`src/verilog/adc_seq_pkg.sv`:
```
// Purpose: shared constants and types for the converter scan sequencer
// Assumes: system clock 20 MHz, two-wire bus pins sampled on that clock
// Notes: conversion engine is abstracted as a start/done handshake
package adc_seq_pkg;
    localparam int CLK_HZ = 20000000;
    localparam logic [6:0] DEV_ADDR = 7'h36;
    localparam int CMD_KIND_BIT = 7;
    localparam int SEQ_HI_BIT = 6;
    localparam int SEQ_LO_BIT = 5;
    localparam int PICK_BIT = 1;
    localparam int STYLE_BIT = 0;
    localparam int SETUP_CLK_BIT = 3;
    localparam int SETUP_RST_BIT = 1;
    localparam logic [1:0] SEQ_RESET = 2'h0;
    localparam logic PICK_RESET = 1'b0;
    localparam logic STYLE_RESET = 1'b1;
    localparam logic CLKSRC_RESET = 1'b0;
    localparam logic [1:0] SEQ_UP = 2'h0;
    localparam logic [1:0] SEQ_EIGHT = 2'h1;
    localparam logic [1:0] SEQ_RSVD = 2'h2;
    localparam logic [1:0] SEQ_ONCE = 2'h3;
    localparam int REPEAT_COUNT = 8;
    localparam int RESULT_BITS = 10;
    localparam int MEM_DEPTH = 2;
    localparam int INT_LEAD_ONES = 6;
    localparam int EXT_LEAD_ONES = 4;
    localparam int EXT_START_DELAY = 2;
    // Stretch counter ceiling per scan set, in nanoseconds
    localparam int STRETCH_NS = 7600;
    localparam int STRETCH_CYCLES = (STRETCH_NS * (CLK_HZ / 1000000)) / 1000;

    typedef struct packed {
        logic [1:0] seq;
        logic pick;
        logic single;
    } conv_cfg_t;

    typedef struct packed {
        logic [RESULT_BITS-1:0] data;
    } result_t;

    typedef struct packed {
        logic pos_b;
        logic neg_a;
        logic neg_b;
        logic neg_gnd;
    } mux_sel_t;
endpackage

```
`src/verilog/adc_scan_readout_sequencer.sv`:
```
// Purpose: two-wire bus slave, scan sequencer and result readout
// Assumes: SCL/SDA sampled on clk_sys; converter core is start/done
// Notes: clock stretch and ack driven as open-drain enables
`timescale 1ns/100ps
module adc_scan_readout_sequencer
    import adc_seq_pkg::*;
(
    input wire logic clk_sys,
    input wire logic nrst,
    input wire logic scl_in,
    output logic scl_oe,
    input wire logic sda_in,
    output logic sda_oe,
    output logic conv_start,
    output mux_sel_t conv_mux,
    output logic conv_ext_clk,
    input wire logic conv_done,
    input wire logic [RESULT_BITS-1:0] conv_result,
    output logic busy
);
    typedef enum logic [2:0] {
        ST_IDLE = 3'b000,
        ST_ADDR = 3'b001,
        ST_AACK = 3'b011,
        ST_WRX = 3'b010,
        ST_WACK = 3'b110,
        ST_CONV = 3'b111,
        ST_TX = 3'b101,
        ST_MACK = 3'b100
    } bus_state_t;

    bus_state_t state;
    conv_cfg_t cfg;
    logic clk_src_ext;
    logic [1:0] scl_sync;
    logic [1:0] sda_sync;
    logic scl_d;
    logic sda_d;
    logic [3:0] bit_cnt;
    logic [7:0] shreg;
    logic rd_mode;
    logic [7:0] tx_byte;
    logic tx_hi;
    logic sda_drive;
    logic stretch;
    logic [3:0] conv_left;
    logic [3:0] conv_idx;
    logic conv_busy;
    logic [1:0] ext_delay;
    logic ext_pending;
    result_t mem [0:MEM_DEPTH-1];
    logic mem_wr;
    logic mem_rd;
    logic [3:0] stored;
    logic [15:0] stretch_cnt;
    logic stretch_over;

    // Pin synchronisers
    always_ff @(posedge clk_sys) begin
        if (!nrst) begin
            scl_sync <= 2'h3;
            sda_sync <= 2'h3;
            scl_d <= 1'b1;
            sda_d <= 1'b1;
        end else begin
            scl_sync <= {scl_sync[0], scl_in};
            sda_sync <= {sda_sync[0], sda_in};
            scl_d <= scl_sync[1];
            sda_d <= sda_sync[1];
        end
    end

    wire scl = scl_sync[1];
    wire sda = sda_sync[1];
    wire scl_rise = scl && !scl_d;
    wire scl_fall = !scl && scl_d;
    wire start_cond = scl && scl_d && sda_d && !sda;
    wire stop_cond = scl && scl_d && !sda_d && sda;

    wire addr_hit = (shreg[7:1] == DEV_ADDR);
    wire is_setup = shreg[CMD_KIND_BIT];
    // Reserved code runs once so the stretch always ends
    wire [1:0] seq_eff = (cfg.seq == SEQ_RSVD) ? SEQ_ONCE : cfg.seq;

    // Scan plan: number of conversions and which input each uses
    wire [3:0] plan_len = (seq_eff == SEQ_UP) ? {3'h0, cfg.pick} + 4'h1 :
        (seq_eff == SEQ_EIGHT) ? 4'(REPEAT_COUNT) : 4'h1;
    wire cur_pick = (seq_eff == SEQ_UP) ? conv_idx[0] : cfg.pick;

    // Mux selection: single-ended against ground or differential pair
    assign conv_mux.pos_b = cur_pick;
    assign conv_mux.neg_gnd = cfg.single;
    assign conv_mux.neg_a = !cfg.single && cur_pick;
    assign conv_mux.neg_b = !cfg.single && !cur_pick;
    assign conv_ext_clk = clk_src_ext;
    assign busy = conv_busy;

    // Open-drain outputs: enable means pulling low
    assign scl_oe = stretch;
    assign sda_oe = sda_drive;

    // Transmit byte: internal mode six ones, external four ones
    wire [RESULT_BITS-1:0] rd_word = mem[mem_rd].data;
    wire [7:0] hi_int = {{INT_LEAD_ONES{1'b1}}, rd_word[9:8]};
    wire [7:0] hi_ext = {{EXT_LEAD_ONES{1'b1}}, rd_word[9:6]};
    wire [7:0] lo_int = rd_word[7:0];
    wire [7:0] lo_ext = {rd_word[5:0], 2'h0};
    wire [7:0] next_tx = tx_hi ? (clk_src_ext ? hi_ext : hi_int) :
        (clk_src_ext ? lo_ext : lo_int);
    // External bytes go out live: data bits trail the conversion as it lands
    wire [7:0] ext_cur = tx_hi ? lo_ext : hi_ext;
    wire [7:0] tx_src = clk_src_ext ? ext_cur : tx_byte;

    // Result buffer between converter core and result memory
    logic res_valid;
    logic res_ready;
    logic [RESULT_BITS-1:0] res_data;
    result_skid #(.WIDTH(RESULT_BITS)) u_skid (
        .clk_sys(clk_sys),
        .nrst(nrst),
        .in_valid(conv_done),
        .in_ready(),
        .in_data(conv_result),
        .out_valid(res_valid),
        .out_ready(res_ready),
        .out_data(res_data)
    );
    assign res_ready = 1'b1;

    assign stretch_over = (stretch_cnt >= 16'(STRETCH_CYCLES));

    // Bus state machine
    always_ff @(posedge clk_sys) begin
        if (!nrst) begin
            state <= ST_IDLE;
            bit_cnt <= 4'h0;
            shreg <= 8'h00;
            rd_mode <= 1'b0;
            sda_drive <= 1'b0;
            cfg <= {SEQ_RESET, PICK_RESET, STYLE_RESET};
            clk_src_ext <= CLKSRC_RESET;
            tx_byte <= 8'hFF;
            tx_hi <= 1'b1;
            stretch <= 1'b0;
        end else if (start_cond) begin
            state <= ST_ADDR;
            bit_cnt <= 4'h0;
            sda_drive <= 1'b0;
            stretch <= 1'b0;
        end else if (stop_cond) begin
            state <= ST_IDLE;
            sda_drive <= 1'b0;
            stretch <= 1'b0;
        end else begin
            unique case (state)
                ST_IDLE: begin
                    sda_drive <= 1'b0;
                end
                ST_ADDR, ST_WRX: begin
                    if (scl_rise) begin
                        shreg <= {shreg[6:0], sda};
                        bit_cnt <= bit_cnt + 4'h1;
                    end else if (scl_fall && bit_cnt == 4'h8) begin
                        bit_cnt <= 4'h0;
                        if (state == ST_WRX) begin
                            sda_drive <= 1'b1;
                            state <= ST_WACK;
                            if (!is_setup) begin
                                cfg.seq <= shreg[SEQ_HI_BIT:SEQ_LO_BIT];
                                cfg.pick <= shreg[PICK_BIT];
                                cfg.single <= shreg[STYLE_BIT];
                            end else begin
                                clk_src_ext <= shreg[SETUP_CLK_BIT];
                                if (!shreg[SETUP_RST_BIT]) begin
                                    cfg <= {SEQ_RESET, PICK_RESET, STYLE_RESET};
                                end
                            end
                        end else if (addr_hit) begin
                            sda_drive <= 1'b1;
                            rd_mode <= shreg[0];
                            state <= ST_AACK;
                        end else begin
                            state <= ST_IDLE;
                        end
                    end
                end
                ST_AACK: begin
                    if (scl_fall) begin
                        sda_drive <= 1'b0;
                        tx_hi <= 1'b1;
                        if (!rd_mode) begin
                            state <= ST_WRX;
                        end else if (!clk_src_ext) begin
                            stretch <= 1'b1;
                            state <= ST_CONV;
                        end else begin
                            tx_byte <= 8'hFF;
                            tx_hi <= 1'b0;
                            state <= ST_TX;
                        end
                    end
                end
                ST_WACK: begin
                    if (scl_fall) begin
                        sda_drive <= 1'b0;
                        state <= ST_WRX;
                    end
                end
                ST_CONV: begin
                    // Release only once every result is stored
                    if (!conv_busy && stored != 4'h0 && !ext_pending) begin
                        stretch <= 1'b0;
                        tx_byte <= next_tx;
                        sda_drive <= !next_tx[7];
                        tx_hi <= 1'b0;
                        state <= ST_TX;
                    end
                end
                ST_TX: begin
                    if (scl_fall) begin
                        bit_cnt <= bit_cnt + 4'h1;
                        if (bit_cnt == 4'h7) begin
                            sda_drive <= 1'b0;
                            state <= ST_MACK;
                        end else begin
                            sda_drive <= !tx_src[6 - bit_cnt[2:0]];
                        end
                    end
                end
                ST_MACK: begin
                    if (scl_rise && sda) begin
                        state <= ST_IDLE;
                    end else if (scl_fall) begin
                        bit_cnt <= 4'h0;
                        tx_byte <= next_tx;
                        sda_drive <= !next_tx[7];
                        tx_hi <= !tx_hi;
                        state <= ST_TX;
                    end
                end
            endcase
        end
    end

    // Conversion scheduler
    wire addr_read_ack = (state == ST_AACK) && scl_fall && rd_mode;
    // Restart only after the low byte is acked, so the word on the wire stays whole
    wire ext_restart = clk_src_ext && (state == ST_MACK) && scl_fall && tx_hi;
    assign mem_wr = res_valid;

    always_ff @(posedge clk_sys) begin
        if (!nrst) begin
            conv_busy <= 1'b0;
            conv_left <= 4'h0;
            conv_idx <= 4'h0;
            conv_start <= 1'b0;
            ext_delay <= 2'h0;
            ext_pending <= 1'b0;
            stored <= 4'h0;
            mem_rd <= 1'b0;
            stretch_cnt <= 16'h0000;
        end else begin
            conv_start <= 1'b0;
            if (addr_read_ack) begin
                // Fresh set per read access; old results discarded
                stored <= 4'h0;
                mem_rd <= 1'b0;
                conv_idx <= 4'h0;
                conv_left <= plan_len;
                stretch_cnt <= 16'h0000;
                if (!clk_src_ext) begin
                    conv_busy <= 1'b1;
                    conv_start <= 1'b1;
                end else begin
                    ext_pending <= 1'b1;
                    ext_delay <= 2'(EXT_START_DELAY);
                end
            end else if (ext_pending) begin
                if (scl_rise) begin
                    if (ext_delay == 2'h1) begin
                        ext_pending <= 1'b0;
                        conv_busy <= 1'b1;
                        conv_start <= 1'b1;
                    end
                    ext_delay <= ext_delay - 2'h1;
                end
            end else if (ext_restart && !conv_busy) begin
                // External mode keeps converting until the master nacks
                conv_busy <= 1'b1;
                conv_start <= 1'b1;
                stored <= 4'h0;
                mem_rd <= 1'b0;
                if (seq_eff == SEQ_UP && conv_idx < {3'h0, cfg.pick}) begin
                    conv_idx <= conv_idx + 4'h1;
                end else begin
                    conv_idx <= 4'h0;
                end
            end else if (mem_wr) begin
                stored <= stored + 4'h1;
                if (!clk_src_ext && conv_left > 4'h1) begin
                    conv_left <= conv_left - 4'h1;
                    conv_idx <= conv_idx + 4'h1;
                    conv_start <= 1'b1;
                end else begin
                    conv_busy <= 1'b0;
                end
            end else if (state == ST_MACK && scl_fall && !tx_hi && !clk_src_ext) begin
                // Wraps to the first stored result
                mem_rd <= (stored > 4'h1) ? ~mem_rd : 1'b0;
            end
            if (conv_busy && !stretch_over) begin
                stretch_cnt <= stretch_cnt + 16'h0001;
            end
        end
    end

    // Result memory of two entries, newest kept in order
    always_ff @(posedge clk_sys) begin
        if (mem_wr) begin
            mem[stored[0]].data <= res_data;
        end
    end
endmodule

```
`src/verilog/result_skid.sv`:
```
// Purpose: two-entry valid/ready buffer on the result path
// Assumes: single clock, synchronous active-low reset
// Notes: full and empty are exact; no word lost on a stall
`timescale 1ns/100ps
module result_skid
    import adc_seq_pkg::*;
#(
    parameter int WIDTH = RESULT_BITS
) (
    input wire logic clk_sys,
    input wire logic nrst,
    input wire logic in_valid,
    output logic in_ready,
    input wire logic [WIDTH-1:0] in_data,
    output logic out_valid,
    input wire logic out_ready,
    output logic [WIDTH-1:0] out_data
);
    logic [WIDTH-1:0] slot [0:1];
    logic wr_ptr;
    logic rd_ptr;
    logic [1:0] count;
    wire push = in_valid && in_ready;
    wire pop = out_valid && out_ready;

    assign in_ready = (count != 2'h2);
    assign out_valid = (count != 2'h0);
    assign out_data = slot[rd_ptr];

    always_ff @(posedge clk_sys) begin
        if (!nrst) begin
            wr_ptr <= 1'b0;
            rd_ptr <= 1'b0;
            count <= 2'h0;
        end else begin
            if (push) begin
                slot[wr_ptr] <= in_data;
                wr_ptr <= ~wr_ptr;
            end
            if (pop) begin
                rd_ptr <= ~rd_ptr;
            end
            count <= count + {1'b0, push} - {1'b0, pop};
        end
    end
endmodule

```
`config.mk`:
```
export PLATFORM = sky130hd
export DESIGN_NAME = adc_scan_readout_sequencer
export DESIGN_NICKNAME = d
export VERILOG_FILES = /design/src/verilog/adc_seq_pkg.sv /design/src/verilog/adc_scan_readout_sequencer.sv /design/src/verilog/result_skid.sv
export SDC_FILE = /design/constraint.sdc
export NUM_CORES = 1
export LEC_CHECK = 0
export BUFFER_PORTS_ARGS = -buffer_cell sky130_fd_sc_hd__buf_2
export CORE_UTILIZATION = 57
export DETAILED_ROUTE_END_ITERATION = 8
export GPL_ROUTABILITY_DRIVEN = 0
export PLACE_DENSITY = 0.81
export RECOVER_POWER = 100
export SYNTH_ARGS = -nofsm -noshare
export SYNTH_HDL_FRONTEND = slang
export SYNTH_SLANG_ARGS = --single-unit
```
`constraint.sdc`:
```
create_clock -name clk_sys -period 3.5 [get_ports clk_sys]
set_input_delay 1.05 -clock clk_sys [delete_from_list [all_inputs] [get_ports clk_sys]]
set_output_delay 1.05 -clock clk_sys [all_outputs]
set_load 0.03 [all_outputs]
```
; ---- Yosys cells after proc, flatten, opt, wreduce, memory -nomap -nowiden
; Memories as Yosys holds them, arrays and structs flattened. A register that Yosys moved wholly into a read port is not among the register bits.
; Cells that the tools add are included.
; W data, S select, Z words.
[word_totals]
register_bits = 60
mem_bits_rw = 40
in_bits = 15
output_inout_bits = 9
wordCells = 286
mem_count = 2
[op_classes]
add_sub_neg = 9
order_cmp = 4
n_eq_ne = 47
muxes = 111
bitwise = 9
reduce_logical = 76
[mem_list]
columns = name, words, word_bits, read_ports, rd_ports_with_merged_regs, wr, line_no
row1 = mem, 2, 10, 1, 1, 1, adc_scan_readout_sequencer.sv:51  ; result_t mem [0:MEM_DEPTH-1];
row2 = u_skid.slot, 2, 10, 1, 1, 1, result_skid.sv:19  ; logic [WIDTH-1:0] slot [0:1];
[ops]
columns = cell, n
row1 = $mux W4, 21
row2 = $mux W8, 10
row3 = $mux W1, 55
row4 = $ne A2 B2 Y1 const B, 18
row5 = $mux W3, 11
row6 = $lt A32 B4 Y1 const B, 1
row7 = $ne A4 B4 Y1 const B, 8
row8 = $reduce_and A7 Y1, 4
row9 = $reduce_and A9 Y1, 3
row10 = $logic_and A1 B1 Y1, 25
row11 = $pmux W8 S3, 1
row12 = $pmux W3 S6, 1
row13 = $reduce_bool A2 Y1, 9
row14 = $mux W2, 7
row15 = $add A4 B1 Y4 const B, 3
row16 = $eq A3 B3 Y1 const B, 4
row17 = $logic_not A1 Y1, 12
row18 = $pmux W4 S3, 1
row19 = $reduce_and A5 Y1, 2
row20 = $ne A3 B3 Y1 const B, 3
row21 = $not A1 Y1, 9
row22 = $reduce_and A3 Y1, 3
row23 = $gt A4 B1 Y1 const B, 2
row24 = $reduce_and A4 Y1, 2
row25 = other kinds (32), 41

; ---- Longest topological paths before layout
; Gate-level depths: netlist of the first run.
[logic_depth]
word_depth = 10
mapped_depth = 8
ltp_nobuf = 7

; ---- Cells and area by module
; From an unflattened synthesis of the first run, not the netlist that was laid out.
[unflattened]
hier_cells = 477
area_unflattened_um2 = 4919.7
[modules_own_cells]
columns = module, n_inst, cells_per_inst, area_per_inst_um2, seq_area_each_um2
row1 = adc_scan_readout_sequencer, 1, 421, 3960.0, 1741.7
row2 = result_skid, 1, 56, 959.7, 700.7

; ---- Worst setup path after synthesis of the first run
; Ideal clock, no wire load.
[synth_timing]
kind = reg2out
startpoint = reg cfg[3] in the netlist's numbering
endpoint = out conv_mux[1] in the netlist's numbering
arrival_ps = 1254
required_ps = 2450
setup_slack_ps = 1196
stages_incl_launch_ff = 4
n_path_buf = 0
cell_sequence = dfxtp_1 -> nor2_1 -> mux2_2 -> nor2_1
[synth_rtl]
columns = element, line_no
row1 = from (decl), adc_scan_readout_sequencer.sv:33  ; conv_cfg_t cfg;
row2 = from (signal assigned), adc_scan_readout_sequencer.sv:140  ; cfg <= {SEQ_RESET, PICK_RESET, STYLE_RESET};
row3 = from (signal assigned), adc_scan_readout_sequencer.sv:175  ; cfg <= {SEQ_RESET, PICK_RESET, STYLE_RESET};
row4 = to (decl), adc_scan_readout_sequencer.sv:15  ; output mux_sel_t conv_mux,

==> results of run 1 <==
[per-stage QoR]
stage / power, mW / area (µm²) / cells
after global routing: 2.588 / 5338 / 609
after detailed placement: 1.736 / 5151 / 593
after floorplan: 1.653 / 5012 / 489
after global placement: 1.725 / 5151 / 593
final: 2.474 / 5338 / 609
after CTS: 2.486 / 5364 / 609
[where the power goes]
| group | internal [mW] | leakage, nW | switching (mW) |
|---|---|---|---|
| Combinational | 0.147 | 0.908 | 0.222 |
| Clock | 0.289 | 0.106 | 0.473 |
| Sequential | 1.28 | 0.870 | 0.0630 |
[worst max-delay path: cells and delay by family, from the launching register on]
| family | cells | cell delay [ps] |
|---|---|---|
| flip-flops | 1 | 360 |
| buffers and inverters | 1 | 310 |
| AND/OR/NAND/NOR | 2 | 330 |
| multiplexers | 1 | 390 |
[synthesized netlist by cell type (11+ instances only)]
library cell,count
mux2i_1,33
nand3_1,11
mux2_2,13
inv_1,18
edfxtp_1,40
nand2b_1,12
nor2_1,52
o21ai_0,13
clkbuf_1,14
dfxtp_1,62
nand2_1,36
a21oi_1,29
[flip-flops by register name, summed over array words and instances (netlist names), 4 cells and up, named ones only]
register / count
mem: 20
u_skid.slot: 20
shreg: 8
tx_byte: 8
bit_cnt: 4
conv_idx: 4
conv_left: 4
stored: 4
[layer usage]
layer	vias up	GRT usage, %	part of all wire, %	wire length [µm]
met5	-	0	0	0
met4	0	9.080	1.8	182
met3	17	5.529	4.0	392
met2	97	38.21	48	4737
met1	1795	30.73	46	4556
li1	1798	-	-	-
[kinds of logic after synthesis]
family | count (synthesis) | share of synthesized area (%)
simple gates | 170 | 17.52
flops | 102 | 48.73
compound gates | 97 | 13.36
mux | 52 | 11.83
buf+inv | 48 | 4.318
xor+xnor | 10 | 1.747
fa+ha+maj | 10 | 2.496
[worst paths after layout]
kind	from	end	slack, ps
setup reg to reg	state[2]$_SDFFE_PP0P_	tx_byte[6]$_SDFFE_PN1P_	990
setup / recovery	cfg[2]$_SDFFE_PN0P_	conv_mux[1]	690
hold / removal	scl_sync[0]$_SDFF_PN1_	scl_sync[1]$_SDFF_PN1_	450
hold reg to reg	scl_sync[0]$_SDFF_PN1_	scl_sync[1]$_SDFF_PN1_	450
[layout make-up]
| type | instances | share of cell area, % |
|---|---|---|
| inverter | 19 | 1.336 |
| sequential | 102 | 45.76 |
| multi-input combinational | 339 | 44.00 |
| clock buffer | 9 | 2.321 |
| timing repair buffer | 28 | 2.461 |
| clock inverter | 7 | 1.664 |
| tap | 105 | 2.461 |
==> flow_summary.ini, run 1 <==
[synth]
synthTopCellsByArea = dfxtp_1, edfxtp_1, mux2i_1, nor2_1, mux2_2
synth-edff-count = 40
syn_avg_cell_area_um2 = 10.25
synth_cell_type_count = 74
async_flop_share_pct = 0
synth_fp_nets = 514
synth_area_um2 = 5012
ys.warnings.count = 0
synth_ff_type = dfxtp_1
ys_ff_latch = 102
ys_seq_area_share_pct = 48.73
synth_top_area_share_pct = 24.76
yosys.area.top_type = dfxtp_1
synthCells = 489

[floorplan]
die_y_um = 95.78
initial_utilization_pct = 59.80
num_rows = 33
core_area_um2 = 8382
dieArea_um2 = 9173
fp.dieW_um = 95.78
io_pins = 24

[clock_network]
clkSlewWorstSetupHoldPaths_ps = 110
clk_latency_ps = 380
clkSinkCount = 102
cts_tree = built
cts-root-buf = clkbuf_8
cts_setup_buffers = 0
cts_buffers = 9
cts_buffer_depth = 2
cts_resized = 0
hold_buffers = 0
cts.htree.levels = 3

[finish]
syn_to_final_growth_pct = 6.490
final_cell_mix = dfxtp_1, nor2_1, edfxtp_1
fill_cells = 665
finish.utilization_pct = 63.68
final_common_cell = dfxtp_1
nNetsFinal = 524
antenna_cells = 0
regArea_um2 = 2442
drive_gt1_share_pct = 9.722
multi_input_area_um2 = 2349

[worst_setup_path]
crit_arrival_ps = 1760
critPathRequiredTime_ps = 2450
cpPeakStageDelay_ps = 390
worstSetupEndpointType = output pin
path_max_fanout = 4
slowest_stage = mux2_1
crit_chain = nor2_1 -> mux2_1 -> nor2_1 -> clkbuf_1
r2r_cells = 5
critPathMostFrequentCell = nor2_1
critPathLaunchType = flop
path_class = reg2out

[route]
ant_nets = 0
vias_per_cell = 6.087
drt-initial-drc-count = 199
drc_errors = 0
route.vias.total = 3707
drt_wl_total_um = 9869
dr.pass1.iters = 5
wl_per_cell_um = 16.21

[flow_run]
drv_cap = 0

[sta]
finalSetupViolations = 0
period_needed_ps = 2810
holdWs_ps = 446.9
rsz0062_at_grt = false
min_period_over_period_pct = 80.30
slew_viol_final = 0
slew_headroom_pct = 26.26
finalHoldViolCount = 0
setup_tns_ps = 0
tightest_slew_ps = 1101
fin_skew_ps = 22.70
setup_slack_ps = 689.5
fmax_ghz = 0.3558

[power_and_ir_drop]
peakVddDrop_mv = 0.3060
leakage_nw = 1.884
p_per_area_nw_per_um2 = 463.5

[hold_path]
hold_path_depth = 1
hold_path_class = reg2reg

[run_status]
outcome = complete, no violations

[placed_design]
port_buffers = 23
place_ws_ps = 993.4
dp_hpwl_um = 6918

[global_route]
grt_util_all_layers_pct = 23.59
grt_pass1_vias = 3555
grt_max_degree = 22
grt_overflow_total = 0
antenna_found_initial = 0
grt_first_pass_wirelength_um = 16590
Note: power is estimated with default switching activity, not from simulation.
==> run 2: changes to the inputs <==
ABC_AREA = 1   (was unset)
CORE_UTILIZATION = 55   (was 57)
PLACE_DENSITY = 0.82   (was 0.81)
clock period = 2.48 ns   (was 3.5 ns; I/O delays follow)
==> run 2 against run 1 <==
Design area down 3.8%; clock skew down 9.0 ps; register-to-register slack worse by 720 ps; largest cell class unchanged; die area down 1.7%; setup slack worse by 470 ps; highest routed layer unchanged; combinational power rose to 2.7 times the previous value; clock-buffer cell count unchanged.
==> flow_summary.ini, run 2 <==
[run_status]
outcome = complete, no violations

[power_and_ir_drop]
finalPower_mw = 4.008
leakage_nw = 2.091
p_per_area_nw_per_um2 = 780.4
peakVddDrop_mv = 0.4346

[synth]
ys_seq_area_share_pct = 51.38
async_flop_share_pct = 0
synth-edff-count = 40
ys.warnings.count = 0
synth_fp_nets = 589
synthTopCellsByCount = nand2_1, inv_1, dfxtp_1
synth_ff_type = dfxtp_1
synthTopCellsByArea = dfxtp_1, edfxtp_1, nand2_1, a21oi_1, inv_1
yosys.area.top_type = dfxtp_1
synth_top_area_share_pct = 26.11
synth_area_um2 = 4753
ys_ff_latch = 102
synth_cell_type_count = 45
syn_avg_cell_area_um2 = 8.428
yosysMostFrequentCell = nand2_1
synthCells = 564

[placed_design]
place_ws_ps = 511.8
port_buffers = 23
dp_hpwl_um = 6904
dpl.cell_count = 685
place_area_um2 = 4986

[global_route]
grt_util_all_layers_pct = 23.17
grt_overflow_total = 0
grt_pass1_vias = 3664
grt_max_degree = 26
grt_first_pass_wirelength_um = 16160
antenna_found_initial = 0

[flow_run]
drv_cap = 0

[worst_setup_path]
slowest_stage = dfxtp_1
path_max_fanout = 3
cpPeakStageDelay_ps = 340
path_class = reg2out
crit_chain = nor2_1 -> inv_1 -> a21oi_1 -> inv_1 -> nor2_1 -> clkbuf_2
critPathLaunchType = flop
crit_arrival_ps = 1520
critPathRequiredTime_ps = 1740
worstSetupEndpointType = output pin

[clock_network]
cts_setup_buffers = 0
cts-root-buf = clkbuf_8
cts_resized = 0
cts_tree = built
cts_buffers = 9
clk_latency_ps = 370
cts.htree.levels = 3
cts_buffer_depth = 2
clkSinkCount = 102
clkSlewWorstSetupHoldPaths_ps = 100
hold_buffers = 0

[floorplan]
initial_utilization_pct = 57.27
core_area_um2 = 8299
fp.dieW_um = 94.97
die_y_um = 94.97
io_pins = 24
dieArea_um2 = 9018
num_rows = 33

[sta]
holdWs_ps = 436.7
fin_skew_ps = 13.66
period_needed_ps = 2264
finalSetupViolations = 0
finalHoldViolCount = 0
slew_headroom_pct = 31.15
setup_slack_ps = 215.5
slew_viol_final = 0
setup_tns_ps = 0
fmax_ghz = 0.4416
tightest_slew_ps = 1033
min_period_over_period_pct = 91.31
rsz0062_at_grt = false

[route]
vias_per_cell = 5.502
dr.pass1.iters = 5
drt_wl_total_um = 9484
drc_errors = 0
wl_per_cell_um = 13.53
route.vias.total = 3857
ant_nets = 0
drt-initial-drc-count = 336

[finish]
final_cell_mix = nand2_1, inv_1, dfxtp_1
stdcell_area_um2 = 5135
syn_to_final_growth_pct = 8.028
drive_gt1_share_pct = 9.899
nNetsFinal = 616
final_common_cell = nand2_1
antenna_cells = 0
finish.utilization_pct = 61.87
final_cell_count_no_fill = 701

[hold_path]
hold_path_class = reg2reg
[run 2: logic make-up after synthesis]
logic type / synth area share (%)
AOI/OAI and AO/OA: 12.95
xor gates and xnor gates: 0.7372
adders and majority gates: 2.632
buffers and inverters: 7.081
DFF: 51.38
muxes: 2.369
and+or+nand+nor: 22.85
[run 2: where the power goes]
group          total [mW]  internal [mW]  switching [mW]
Clock                1.02          0.395           0.627
Combinational       0.996          0.335           0.661
Sequential           1.99           1.86           0.125
Total                4.01           2.59            1.41
[run 2: worst paths after layout]
path                                  start                       end  slack, ps  cells after the start
setup / recovery        cfg[2]$_SDFFE_PN0P_               conv_mux[2]        220                      6
hold / removal       scl_sync[0]$_SDFF_PN1_    scl_sync[1]$_SDFF_PN1_        440                      1
setup reg to reg  conv_ext_clk$_SDFFE_PN0P_  conv_idx[2]$_SDFFE_PP0P_        270                      9
hold reg to reg      scl_sync[0]$_SDFF_PN1_    scl_sync[1]$_SDFF_PN1_        440                      1
[run 2: critical path: cells and delay by family, from the launching register on]
family                 cells  cell delay [ps]
flip-flops                 1              340
AO/OA/AOI/OAI              1              220
buffers and inverters      3              350
AND/OR/NAND/NOR            2              250
[run 2: area by class of cell]
type	count	area [µm²]
Fill cell	680	3164
Timing Repair Buffer	30	138.9
Sequential cell	102	2442
Clock inverter	7	75.07
Multi-Input combinational cell	376	1953
Clock buffer	9	123.9
Inverter	72	270.3
Tap cell	105	131.4
[run 2: metal layers]
| metal | track usage (%) | up-vias | wire [µm] |
|---|---|---|---|
| met5 | 0 | - | 0 |
| met4 | 10.73 | 0 | 207 |
| met3 | 4.589 | 25 | 434 |
| met2 | 38.43 | 118 | 4541 |
| met1 | 29.06 | 1788 | 4301 |
| li1 | - | 1926 | - |
==> run 3: changes to the inputs <==
ABC_AREA = unset   (was 1)
BUFFER_PORTS_ARGS = unset   (was -buffer_cell sky130_fd_sc_hd__buf_2)
CORE_UTILIZATION = 57   (was 55)
DONT_BUFFER_PORTS = 1   (was unset)
PLACE_DENSITY = 0.81   (was 0.82)
==> run 3 against run 2 <==
Utilization is 1.4 points higher; design area is 3.3% higher; hold slack worse by 12 ps; via count is 5.0% lower.
==> flow_summary.ini, run 3 (synthesized netlist as in run 1, its figures left out) <==
[run_status]
outcome = complete, no violations

[global_route]
grt_pass1_vias = 3639
antenna_found_initial = 0
grt_first_pass_wirelength_um = 16840
grt_overflow_total = 0
grt_util_all_layers_pct = 23.99
grt_max_degree = 23

[power_and_ir_drop]
peakVddDrop_mv = 0.4789
seq_power_share_pct = 53.6
leakage_nw = 1.867
p_switching_mw = 1.028
combPwrFrac_pct = 14.4
clockPowerShare_pct = 32.1
p_per_area_nw_per_um2 = 666.7
p_int_mw = 2.508
sw_frac_of_total_pct = 29.07

[sta]
rsz0062_at_grt = false
slew_viol_final = 0
fin_skew_ps = 18.82
finalSetupViolations = 0
min_period_over_period_pct = 97.27
holdWs_ps = 424.9
setup_slack_ps = 67.59
fmax_ghz = 0.4145
slew_headroom_pct = 42.54
period_needed_ps = 2412
finalHoldViolCount = 0
tightest_slew_ps = 858.7
setup_tns_ps = 0

[clock_network]
cts_buffer_depth = 2
cts_setup_buffers = 0
cts_resized = 2
cts_tree = built
clk_latency_ps = 380
hold_buffers = 0
clkSlewWorstSetupHoldPaths_ps = 100
clkSinkCount = 102
cts-root-buf = clkbuf_8
cts.htree.levels = 3
cts_buffers = 9

[route]
drc_errors = 0
drt-initial-drc-count = 176
ant_nets = 0
drt_wl_total_um = 10010
dr.pass1.iters = 5
route.vias.total = 3663
wl_per_cell_um = 16.77
vias_per_cell = 6.136

[floorplan]
core_area_um2 = 8382
dieArea_um2 = 9173
io_pins = 24
die_y_um = 95.78
initial_utilization_pct = 59.80
num_rows = 33
fp.dieW_um = 95.78

[placed_design]
port_buffers = 0
dpl.cell_count = 581
place_ws_ps = 305.6
dp_hpwl_um = 7133

[worst_setup_path]
critPathRequiredTime_ps = 1740
crit_arrival_ps = 1670
worstSetupEndpointType = output pin
path_max_fanout = 4
path_class = reg2out
critPathLaunchType = flop

[finish]
final_cell_count_no_fill = 597
nNetsFinal = 512
final_common_cell = dfxtp_1
antenna_cells = 0
drive_gt1_share_pct = 9.350
syn_to_final_growth_pct = 5.841
final_cell_mix = dfxtp_1, nor2_1, edfxtp_1

[hold_path]
hold_path_class = reg2reg

[flow_run]
drv_cap = 0
## run 3: cell types whose count changed in the layout (fill, tap and decap cells not counted), moves of 7 or more
cell,change
nor3_1,-9
buf_2,-13
clkbuf_1,-7
o21ai_0,-19
inv_1,-47
nor2_1,+8
a21oi_1,-21
mux2i_1,+33
nand2b_1,+12
nand2_1,-89
nand3_1,-24
## run 3: final timing paths
path / slack, ps / start / to / cells after the start
min reg2reg: 420 / scl_sync[0]$_SDFF_PN1_ / scl_sync[1]$_SDFF_PN1_ / 1
max reg2reg: 190 / conv_left[0]$_SDFFE_PN0P_ / conv_left[3]$_SDFFE_PN0P_ / 8
min: 420 / scl_sync[0]$_SDFF_PN1_ / scl_sync[1]$_SDFF_PN1_ / 1
max: 70 / cfg[3]$_SDFFE_PN0P_ / conv_mux[2] / 4
## run 3: area by class of cell
class | instances | area, µm²
multi-input cells | 339 | 2342
clock buffers | 9 | 123.9
fillers | 662 | 3077
inverters | 19 | 71.32
well taps | 105 | 131.4
flip-flops and latches | 102 | 2442
repair buffers | 16 | 92.59
clock inverters | 7 | 101.3
## run 3: per-layer routing
| layer | up-vias | track usage, % | share of wire [%] |
|---|---|---|---|
| met2 | 92 | 41.43 | 50 |
| met1 | 1781 | 29.77 | 43 |
| met5 | - | 0 | 0 |
| li1 | 1773 | - | - |
| met4 | 0 | 8.955 | 1.4 |
| met3 | 17 | 4.660 | 5.1 |
## run 3: power by group through the flow
stage	clock, mW	combinational [mW]	sequential [mW]
after floorplan	0	0.464	1.87
after global placement	0	0.495	1.93
after detailed placement	0	0.507	1.93
after CTS	1.16	0.512	1.89
after global routing	1.22	0.568	1.90
final	1.13	0.508	1.89
## run 3: critical path, stage by stage (launching register included)
cell	delay, ps
dfxtp_1	370
nor2_2	220
mux2_4	380
nor2b_1	150
buf_4	180
## run 3: through the flow
step           power, mW  instance area (µm²)  util [%]
6_report           3.537                 5305     63.29
2_1_floorplan      2.332                 5012         -
3_3_place_gp       2.422                 5119     61.07
3_5_place_dp       2.437                 5119     61.07
4_1_cts            3.568                 5350     63.83
5_1_grt            3.696                 5305     63.29
